==> config.mk <==
export PLATFORM = sky130hd
export DESIGN_NAME = gpb_io_dma_strobes
export DESIGN_NICKNAME = d
export VERILOG_FILES = /design/src/include/gpb_pkg.sv /design/src/rtl/gpb_dma_map.sv /design/src/rtl/gpb_io_dma_strobes.sv
export VERILOG_INCLUDE_DIRS = /design/src /design/src/include
export SDC_FILE = /design/constraint.sdc
export NUM_CORES = 1
export LEC_CHECK = 0
export ABC_AREA = 1
export BUFFER_PORTS_ARGS = -buffer_cell sky130_fd_sc_hd__buf_2
export CAP_MARGIN = 20
export CORE_ASPECT_RATIO = 1.25
export CORE_MARGIN = 5
export CORE_UTILIZATION = 41
export CTS_CLUSTER_DIAMETER = 200
export DETAILED_ROUTE_END_ITERATION = 16
export PLACE_DENSITY = 0.66
export SYNTH_ARGS = -nofsm -noshare
export SYNTH_HDL_FRONTEND = slang
export SYNTH_SLANG_ARGS = --single-unit
export TNS_END_PERCENT = 20
==> constraint.sdc <==
create_clock -name sys_clk -period 4.4 [get_ports sys_clk]
set_input_delay 0.44 -clock sys_clk [delete_from_list [all_inputs] [get_ports sys_clk]]
set_output_delay 0.44 -clock sys_clk [all_outputs]
set_load 0.01 [all_outputs]
==> src/include/gpb_params.svh <==
// Timing counts and channel constants for the expansion bus I/O and DMA strobe block
`ifndef GPB_PARAMS_SVH
`define GPB_PARAMS_SVH
`define GPB_CLK_PERIOD_NS     100
`define GPB_SETUP_NS          100
`define GPB_SETUP_CYC         ((`GPB_SETUP_NS + `GPB_CLK_PERIOD_NS - 1) / `GPB_CLK_PERIOD_NS)
`define GPB_STROBE_NS         300
`define GPB_STROBE_CYC        ((`GPB_STROBE_NS + `GPB_CLK_PERIOD_NS - 1) / `GPB_CLK_PERIOD_NS)
`define GPB_HOLD_NS           100
`define GPB_HOLD_CYC          ((`GPB_HOLD_NS + `GPB_CLK_PERIOD_NS - 1) / `GPB_CLK_PERIOD_NS)
`define GPB_NUM_CHAN          7
`define GPB_NUM_LINES         4
`define GPB_CHAN_NONE         3'h7
`endif

==> src/include/gpb_pkg.sv <==
// Types for the expansion bus I/O and DMA strobe block
package gpb_pkg;
    typedef enum logic [1:0] {
        GPB_TGT_EXT_IO,
        GPB_TGT_EXT_MEM,
        GPB_TGT_ROM,
        GPB_TGT_INTERNAL
    } gpb_target_t;

    typedef struct packed {
        logic        valid;     // Cycle request
        logic        write;     // 1 write, 0 read
        gpb_target_t target;    // Where the cycle goes
        logic        dmaCycle;  // Cycle is a DMA transfer
        logic [2:0]  dmaChan;   // Internal channel served in a DMA cycle
    } gpb_req_t;

    typedef struct packed {
        logic        done;      // One-cycle pulse at end of cycle
        logic        wide;      // Transfer was 16 bits
    } gpb_rsp_t;

    typedef struct packed {
        logic        ioReadStrobeN;
        logic        ioWriteStrobeN;
        logic        dataTransceiverOeN;
        logic        bootRomBufferOeN;
        logic [3:0]  dmaAckLineN;
        logic        dmaCycleAddressEnable;
    } gpb_pins_t;

    typedef enum logic [1:0] { GPB_IDLE, GPB_SETUP, GPB_STROBE, GPB_HOLD } gpb_phase_t;
endpackage

==> src/rtl/gpb_dma_map.sv <==
// Mapping of external DMA request lines onto internal channels
`timescale 1ns/1ns
`include "gpb_params.svh"
module gpb_dma_map (
    input  wire logic       sys_clk,
    input  wire logic       reset_n,
    input  wire logic [3:0] dmaReqPin,      // Raw request pins, high active
    input  wire logic [11:0] reqChanMap,    // 3 bits per line, channel or none
    output logic [6:0]      chanReq         // Pending request per internal channel
);
    import gpb_pkg::*;

    typedef struct packed {
        logic [3:0] meta;   // First synchroniser stage
        logic [3:0] sync;   // Second stage, the only one read
    } gpb_map_state_t;

    gpb_map_state_t st_ff;
    gpb_map_state_t nxt_st;

    // Synchronise the asynchronous request pins
    always_comb begin
        nxt_st      = st_ff;
        nxt_st.meta = dmaReqPin;
        nxt_st.sync = st_ff.meta;
    end

    always_ff @(posedge sys_clk or negedge reset_n) begin
        if (!reset_n) begin
            st_ff <= '0;
        end else begin
            st_ff <= nxt_st;
        end
    end

    // Each line lands on whichever channel it maps to; a high level is pending
    always_comb begin
        chanReq = 7'h00;
        for (int i = 0; i < `GPB_NUM_LINES; i++) begin
            if (st_ff.sync[i] && reqChanMap[i*3 +: 3] != `GPB_CHAN_NONE) begin
                chanReq[reqChanMap[i*3 +: 3]] = 1'b1;
            end
        end
    end
endmodule

==> src/rtl/gpb_io_dma_strobes.sv <==
// Expansion bus I/O strobes, transceiver enables, 16-bit sizing and DMA handshakes
// Functional notes
// - DMA acknowledge lines are driven active low
// - Any request line maps to any channel
// - Transceiver enable asserted on external accesses
// - Transceiver enable stays off for internal accesses
// - Boot ROM uses its own buffer enable
// - Read strobe asserted for I/O reads
// - Write strobe asserted for I/O writes
// - Any acknowledge line maps to any channel
`timescale 1ns/1ns
`include "gpb_params.svh"
module gpb_io_dma_strobes (
    input  wire logic           sys_clk,
    input  wire logic           reset_n,
    input  wire gpb_pkg::gpb_req_t cycleReq,      // Cycle request from the bus core
    output gpb_pkg::gpb_rsp_t   cycleRsp,         // Completion and size
    output logic                cycleReady,       // Request accepted when high
    input  wire logic [3:0]     dmaReqPin,        // dma_req_line_0..3 pins
    input  wire logic [11:0]    reqChanMap,       // Request line to channel map
    input  wire logic [11:0]    ackChanMap,       // Acknowledge line to channel map
    output logic [6:0]          chanReq,          // Pending requests per channel
    input  wire logic           ioWideSelectN,    // io_wide_select pin, low active
    input  wire logic           echoMode,         // Echo mode select; internal cycles still keep the transceiver off
    output gpb_pkg::gpb_pins_t  busPins           // Strobes and enables, low active except the high-active address enable
);
    import gpb_pkg::*;

    // Whole state of the sequencer in one struct
    typedef struct packed {
        gpb_phase_t  phase;      // Cycle phase
        logic [1:0]  cnt;        // Cycles left in phase
        gpb_req_t    req;        // Captured request
        logic [1:0]  wideSync;   // Wide select synchroniser
        logic        wide;       // Sampled size of current cycle
        gpb_rsp_t    rsp;        // Registered answer
        gpb_pins_t   pins;       // Registered pin levels
    } gpb_state_t;

    // Registered state and its next value
    gpb_state_t st_ff;
    gpb_state_t nxt_st;

    // Phase lengths in clocks, loaded as count minus one so that zero ends the phase.
    // Two bits hold up to four clocks; longer settings would need a wider counter.
    // Setup gives the target time to decode and claim a wide transfer.
    localparam logic [1:0] SETUP_CNT  = 2'(`GPB_SETUP_CYC - 1);
    localparam logic [1:0] STROBE_CNT = 2'(`GPB_STROBE_CYC - 1);
    localparam logic [1:0] HOLD_CNT   = 2'(`GPB_HOLD_CYC - 1);

    // Acknowledge level for one line given the channel being served
    function automatic logic ackFor(input logic [2:0] map, input logic dma,
                                    input logic [2:0] chan);
        ackFor = dma && map != `GPB_CHAN_NONE && map == chan;
    endfunction

    // One step down the phase counter, shared by every timed phase
    function automatic logic [1:0] cntDown(input logic [1:0] cnt);
        cntDown = cnt - 2'h1;
    endfunction

    // Low-active strobe for one direction; only plain external I/O cycles strobe
    function automatic logic ioStrobeN(input logic on, input gpb_req_t req,
                                       input logic wr);
        ioStrobeN = ~(on && req.target == GPB_TGT_EXT_IO && req.write == wr
                      && !req.dmaCycle);
    endfunction

    // Request synchroniser and channel mapping
    // Only mapped, synchronised levels reach the channel outputs
    gpb_dma_map gpb_dma_map_inst (
        .sys_clk    (sys_clk),
        .reset_n    (reset_n),
        .dmaReqPin  (dmaReqPin),
        .reqChanMap (reqChanMap),
        .chanReq    (chanReq)
    );

    // Ready only in idle; a request held while busy simply waits
    assign cycleReady = (st_ff.phase == GPB_IDLE);
    // Answer and pins come straight from flip-flops, free of glitches
    assign cycleRsp   = st_ff.rsp;
    assign busPins    = st_ff.pins;

    // Next-state logic for the cycle sequencer and pins
    always_comb begin
        logic ext;
        logic strobeOn;
        ext              = 1'b0;
        strobeOn         = 1'b0;
        // Defaults: hold state, shift the select synchroniser, drop the done pulse
        nxt_st           = st_ff;
        nxt_st.wideSync  = {st_ff.wideSync[0], ~ioWideSelectN};
        nxt_st.rsp.done  = 1'b0;
        // Every phase code is in use, so the case needs no default
        unique case (st_ff.phase)
            GPB_IDLE: begin
                // Capture the whole request so later changes cannot disturb the cycle
                if (cycleReq.valid) begin
                    nxt_st.req   = cycleReq;
                    nxt_st.phase = GPB_SETUP;
                    nxt_st.cnt   = SETUP_CNT;
                    nxt_st.wide  = 1'b0;
                end
            end
            GPB_SETUP: begin
                // Target answers size early; late assertion is not honoured
                if (st_ff.cnt == 2'h0) begin
                    nxt_st.wide  = st_ff.wideSync[1];
                    nxt_st.phase = GPB_STROBE;
                    nxt_st.cnt   = STROBE_CNT;
                end else begin
                    // Still waiting for the target to settle
                    nxt_st.cnt = cntDown(st_ff.cnt);
                end
            end
            GPB_STROBE: begin
                // Strobe stands for its full count before the hold phase
                if (st_ff.cnt == 2'h0) begin
                    nxt_st.phase = GPB_HOLD;
                    nxt_st.cnt   = HOLD_CNT;
                end else begin
                    nxt_st.cnt = cntDown(st_ff.cnt);
                end
            end
            GPB_HOLD: begin
                // Data stays valid after the strobe; done pulses as the bus goes idle
                if (st_ff.cnt == 2'h0) begin
                    nxt_st.phase    = GPB_IDLE;
                    nxt_st.rsp.done = 1'b1;
                    nxt_st.rsp.wide = st_ff.wide;
                    // Clearing the request lets every pin fall back to idle
                    nxt_st.req      = '0;
                end else begin
                    nxt_st.cnt = cntDown(st_ff.cnt);
                end
            end
        endcase
        // Pins follow the phase being entered so they leave flip-flops cleanly
        // Taking them from the current phase would lag every pin by one clock
        ext      = nxt_st.phase != GPB_IDLE;
        strobeOn = nxt_st.phase == GPB_STROBE;
        // DMA cycles select the device by acknowledge, so they get no strobe
        nxt_st.pins.ioReadStrobeN  = ioStrobeN(strobeOn, nxt_st.req, 1'b0);
        nxt_st.pins.ioWriteStrobeN = ioStrobeN(strobeOn, nxt_st.req, 1'b1);
        // Echo mode never opens the transceiver for internal cycles
        nxt_st.pins.dataTransceiverOeN = ~(ext && (nxt_st.req.target == GPB_TGT_EXT_IO
                                           || nxt_st.req.target == GPB_TGT_EXT_MEM));
        nxt_st.pins.bootRomBufferOeN = ~(ext && nxt_st.req.target == GPB_TGT_ROM);
        // Address enable covers the whole DMA cycle so I/O decoders stay quiet
        nxt_st.pins.dmaCycleAddressEnable = ext && nxt_st.req.dmaCycle;
        // Every line mapped to the served channel acknowledges together
        for (int i = 0; i < `GPB_NUM_LINES; i++) begin
            nxt_st.pins.dmaAckLineN[i] = ~ackFor(ackChanMap[i*3 +: 3], ext && nxt_st.req.dmaCycle,
                                                 nxt_st.req.dmaChan);
        end
        // Echo mode on an internal cycle also forces the transceiver enable off
        if (echoMode && nxt_st.req.target == GPB_TGT_INTERNAL) begin
            nxt_st.pins.dataTransceiverOeN = 1'b1;
        end
    end

    // State register; pins idle high except the address enable
    always_ff @(posedge sys_clk or negedge reset_n) begin
        if (!reset_n) begin
            // Clear everything, then raise the low-active pins to their idle level
            st_ff                             <= '0;
            st_ff.pins.ioReadStrobeN          <= 1'b1;
            st_ff.pins.ioWriteStrobeN         <= 1'b1;
            st_ff.pins.dataTransceiverOeN     <= 1'b1;
            st_ff.pins.bootRomBufferOeN       <= 1'b1;
            st_ff.pins.dmaAckLineN            <= 4'hf;
        end else begin
            st_ff <= nxt_st;
        end
    end
endmodule

**Word level (Yosys, flattened, before mapping)**

Cells that the tools add are included.
Widths: inputs -> output; s select.

- Add/subtract/negate cells: 1
- Bitwise operators: 13
- Reduce and logical (&&, ||, !) cells: 35
- $lt $le $gt $ge: 8
- Equality and inequality tests: 22
- Muxes and demuxes: 28

Operators with widths:

| kind | number |
|---|---|
| $mux 7 | 5 |
| $logic_and 1x1->1 | 25 |
| $ne 3x3->1 const B | 8 |
| $or 7x7->7 | 3 |
| $lt 3x4->1 const B | 4 |
| $mux 2 | 8 |
| $pmux 4 s4 | 1 |
| $pmux 7 s2 | 1 |
| $demux 1 s3 | 4 |
| $eq 3x3->1 | 4 |
| $ge 3x1->1 const B | 4 |
| $mux 12 | 1 |
| $eq 2x2->1 const B | 5 |
| $not 1->1 | 10 |
| $mux 1 | 7 |
| $logic_not 2->1 | 3 |
| $ne 2x2->1 const B | 3 |
| $eq 2x1->1 const B | 2 |
| $reduce_and 2->1 | 2 |
| $reduce_bool 2->1 | 2 |
| $reduce_and 3->1 | 1 |
| $pmux 1 s2 | 1 |
| $sub 2x1->2 const B | 1 |
| $logic_not 1->1 | 1 |
| $logic_or 1x1->1 | 1 |

- Logic and storage cells: 125
- Register bits after elaboration: 33
- Bits of input ports: 40

**Depth between registers and ports, before layout**

- Word-level depth: 11
- Depth in mapped cells: 11

**Hierarchy**

Synthesis repeated with hierarchy kept, for this count alone.

- Cell total of the unflattened synthesis: 271
- Area, all modules: 2034.5 µm²

By module, submodules not included:

| module | instances | seq. area each (µm²) | area each (µm²) | cells an instance |
|---|---|---|---|---|
| gpb_io_dma_strobes | 1 | 635.6 | 1493.9 | 182 |
| gpb_dma_map | 1 | 200.2 | 540.5 | 89 |

**Worst setup path after synthesis**

Ideal clock, no wire load.

- Path type: register to register
- Start point: reg st_ff[25] (netlist name)
- End point: reg st_ff, in the netlist busPins[7]
- Data arrival time: 1.484 ns
- Path buffers: 1
- Required time: 4.316 ns
- Cell stages (with the launch flop): 10
- Setup time: 0.084 ns
- Setup slack: 2.832 ns
- Path through: dfrtp_1 inv_1 ha_1 buf_6 nand2_4 nand3_4 o21ai_2 nand2_1 nor2_2 nand3_1

RTL lines:

| element | line | RTL |
|---|---|---|
| start, declared | gpb_io_dma_strobes.sv:41 | `gpb_state_t st_ff;` |
| start signal, assigned | gpb_io_dma_strobes.sv:174 | `st_ff <= nxt_st;` |

==> summary.txt <==
CTS
  • Resize count post-CTS: 0
  • Cts hold-fix bufs: 0
  • Worst-path clk slew: around 60 ps
  • # Post-CTS Setup Buffers: 0
  • Number of CTS-inserted buffers: 5
  • Clock Tree Root: clkbuf_8
  • CTS Buffer Depth: 2
  • H-Tree Depth: 2
  • Clock latency on the worst-skew pair: approximately 280 ps
  • CTS sink cnt: 33
  • CTS tree: done

Route
  • Pre-antenna DRT Iters: 4
  • Vias: about 1700
  • Drt wl/cell: 12.04 um
  • Final ANT Viol Nets: 0
  • Routed WL: 4334 um
  • DR vias/cell: about 4.8
  • Residual DRC: 0
  • Iteration-0 DRC Markers: 47

Power
  • Power per cell area: approximately 530 nW/um^2
  • VDD IR-drop max: around 0.24 mV
  • Lkg Pwr: approximately 1.3 nW

Logic synthesis
  • Yosys top cell by area: dfrtp_1
  • Most common cell in the netlist: nand2_1
  • Synth top area share: between 30% and 40%
  • Async set-reset flop share out of synthesis: 100.0%
  • YS warnings: 0
  • Synthesized area: ~2000 um^2
  • Syn nets: approximately 300
  • Gate Count Post-Synth: between 200 and 250
  • Avg Inst Size Synth: 8.085 um^2
  • Post-synth top cells: nand2_1, inv_1, nand3_1
  • Part of the Yosys area used for sequential elements: 41.85%
  • Post-synth top flop: dfrtp_1
  • Synth area leaders: dfrtp_1, dfstp_2, nand2_1
  • Synth cell types: 25
  • Register bit count reported by yosys: 33
  • EDFF count, synth: 0

STA
  • # setup viols final: 0
  • Worst rel slew slack: 53.91%
  • Tmin final: roughly 2000 ps
  • Pins Over Slew Limit: 0
  • Setup TNS: 0 ps
  • Max Clk Rate: 500.3 MHz
  • Final Hold Vio Count: 0
  • Fin crit share: between 40% and 50%
  • Clock skew: about 4.6 ps
  • Worst-margin pin slew: ~700 ps
  • Final hold slack: between 200 and 250 ps
  • Unrepaired setup endpoints after global routing: false

Floorplanning
  • Die Wd: just over 70 um
  • # rows: 28
  • Core Region: ~4700 um^2
  • Die area: 6375 um^2
  • Num ports: 59
  • Starting density of the core: a little over two fifths
  • Die Y-Extent: roughly 88 um

Placement
  • RD Place Congestion: just under 0.9
  • Final HPWL DP: 3549 um
  • Buffers on Ports: 57
  • Placed cell count: 352

Global routing
  • Initial antenna violation count: 0
  • Largest net degree at the start of global routing: 34
  • Global-route wire length before repair: 7038 um
  • Total gr overflow: 0
  • GRT Util Overall: ~14%
  • Vias in the first global route: ~1600

Job
  • Max-cap viol count: 0

Critical path
  • CP max FO: 11
  • Worst path cell trace: inv_1 -> ha_1 -> nand3_1 -> o21bai_1 -> o21ai_2 -> inv_2 -> nand2_1 -> inv_2 -> nand3_1
  • Worst setup path class: flop to flop
  • R2R Setup Slk: 2400 ps
  • Critical path arrival: 2190 ps
  • Startpoint types: flop
  • Top delay family on crit path: flip-flops
  • CP Data Required Time: ~4600 ps
  • CP endpoint kind: flop
  • Crit path buffers/inverters: 3
  • CP peak stage delay: 450 ps
  • Worst path slowest cell: dfrtp_1

Layout
  • Area of the multi-input gates: 897.1 um^2
  • Filler cells: 499
  • Layout cells sized above 1: between 20% and 30%
  • Sequential Area: about 840 um^2
  • # diodes: 0
  • Final #Nets: 347
  • Final non-filler cell total: 360
  • Area Growth Syn to Fin: 17.86%

Outcome
  • Outcome: finished clean

Min path
  • Hold Path Class: input pin to async pin
per-layer routing:
layer | wire length (um) | GRT usage (%) | part of all wire (%) | up-vias
li1 | - | - | - | 898
met1 | 1760 | 15.87 | 41 | 764
met2 | 2125 | 24.77 | 49 | 56
met3 | 333 | 4.478 | 7.7 | 13
met4 | 114 | 6.711 | 2.6 | 0
met5 | 0 | 0 | 0 | -
metrics by stage:
step           setup WS, ps  util [%]  instance area (um^2)  power, mW
4_1_cts                2375     49.76                  2354      1.276
3_3_place_gp           2453     47.86                  2263      1.036
6_report               2401     49.76                  2354      1.256
5_1_grt                2216     49.76                  2354      1.371
3_5_place_dp           2435     47.86                  2263      1.045
2_1_floorplan          2832         -                  1997     0.9264
where the power goes:
part	leakage [nW]	internal, mW	switching [mW]
registers	0.401	0.381	0.0351
clock network	0.0455	0.127	0.0978
logic	0.869	0.220	0.395
total	1.32	0.728	0.528
registers in the layout, summed over array words and instances, names as in the netlist:
| signal | flops |
|---|---|
| busPins | 9 |
| gpb_dma_map_inst.nxt_st | 4 |
| gpb_dma_map_inst.st_ff | 4 |
| nxt_st | 1 |
| cycleRsp | 2 |
| st_ff | 13 |
kinds of logic (layout without fill, tap and decap cells):
| family | Yosys count | count (layout) | share of synthesized area, % |
|---|---|---|---|
| buf+inv | 56 | 109 | 13.22 |
| compound gates | 27 | 27 | 9.336 |
| simple gates | 121 | 121 | 29.70 |
| fa+ha+maj | 8 | 8 | 5.013 |
| flops | 33 | 33 | 41.85 |
| xor+xnor | 2 | 2 | 0.8774 |
area by class of cell:
| class | instances | area share, % |
|---|---|---|
| Timing Repair Buffer | 57 | 12.12 |
| Multi-Input combinational cell | 158 | 38.12 |
| Clock buffer | 8 | 3.828 |
| Sequential cell | 33 | 35.51 |
| Inverter | 44 | 7.230 |
| Tap cell | 60 | 3.190 |
layout by cell type (no fill, tap or decap), types with 2 or more instances in the layout:
master	Yosys	final
buf_2	0	57
nand2_1	51	51
inv_1	40	40
nand3_1	36	36
dfrtp_1	25	25
nor2_1	13	13
nand4_1	11	11
ha_1	8	8
dfstp_2	8	8
nand2_4	6	6
o2111ai_1	6	6
clkbuf_8	0	6
o21ai_0	5	5
o21bai_1	5	5
a21oi_1	4	4
inv_2	3	3
o21ai_2	3	3
nand2_2	2	2
xnor2_1	2	2
o22ai_1	2	2
clkbuf_1	0	2
worst paths after layout:
kind,start,to,cells past startpoint
worst max-delay path,st_ff[25]$_DFF_PN0_,busPins[3]$_DFF_PN1_,9
worst min-delay path,reset_n,nxt_st[13]$_DFF_PN0_,1
worst max register to register,st_ff[25]$_DFF_PN0_,busPins[3]$_DFF_PN1_,9
worst min register to register,gpb_dma_map_inst.nxt_st[1]$_DFF_PN0_,gpb_dma_map_inst.st_ff[1]$_DFF_PN0_,0
max in group asynchronous,reset_n,gpb_dma_map_inst.st_ff[2]$_DFF_PN0_,1
min in group sys_clk,dmaReqPin[3],gpb_dma_map_inst.nxt_st[3]$_DFF_PN0_,1
(Power assumes the default switching activity.)
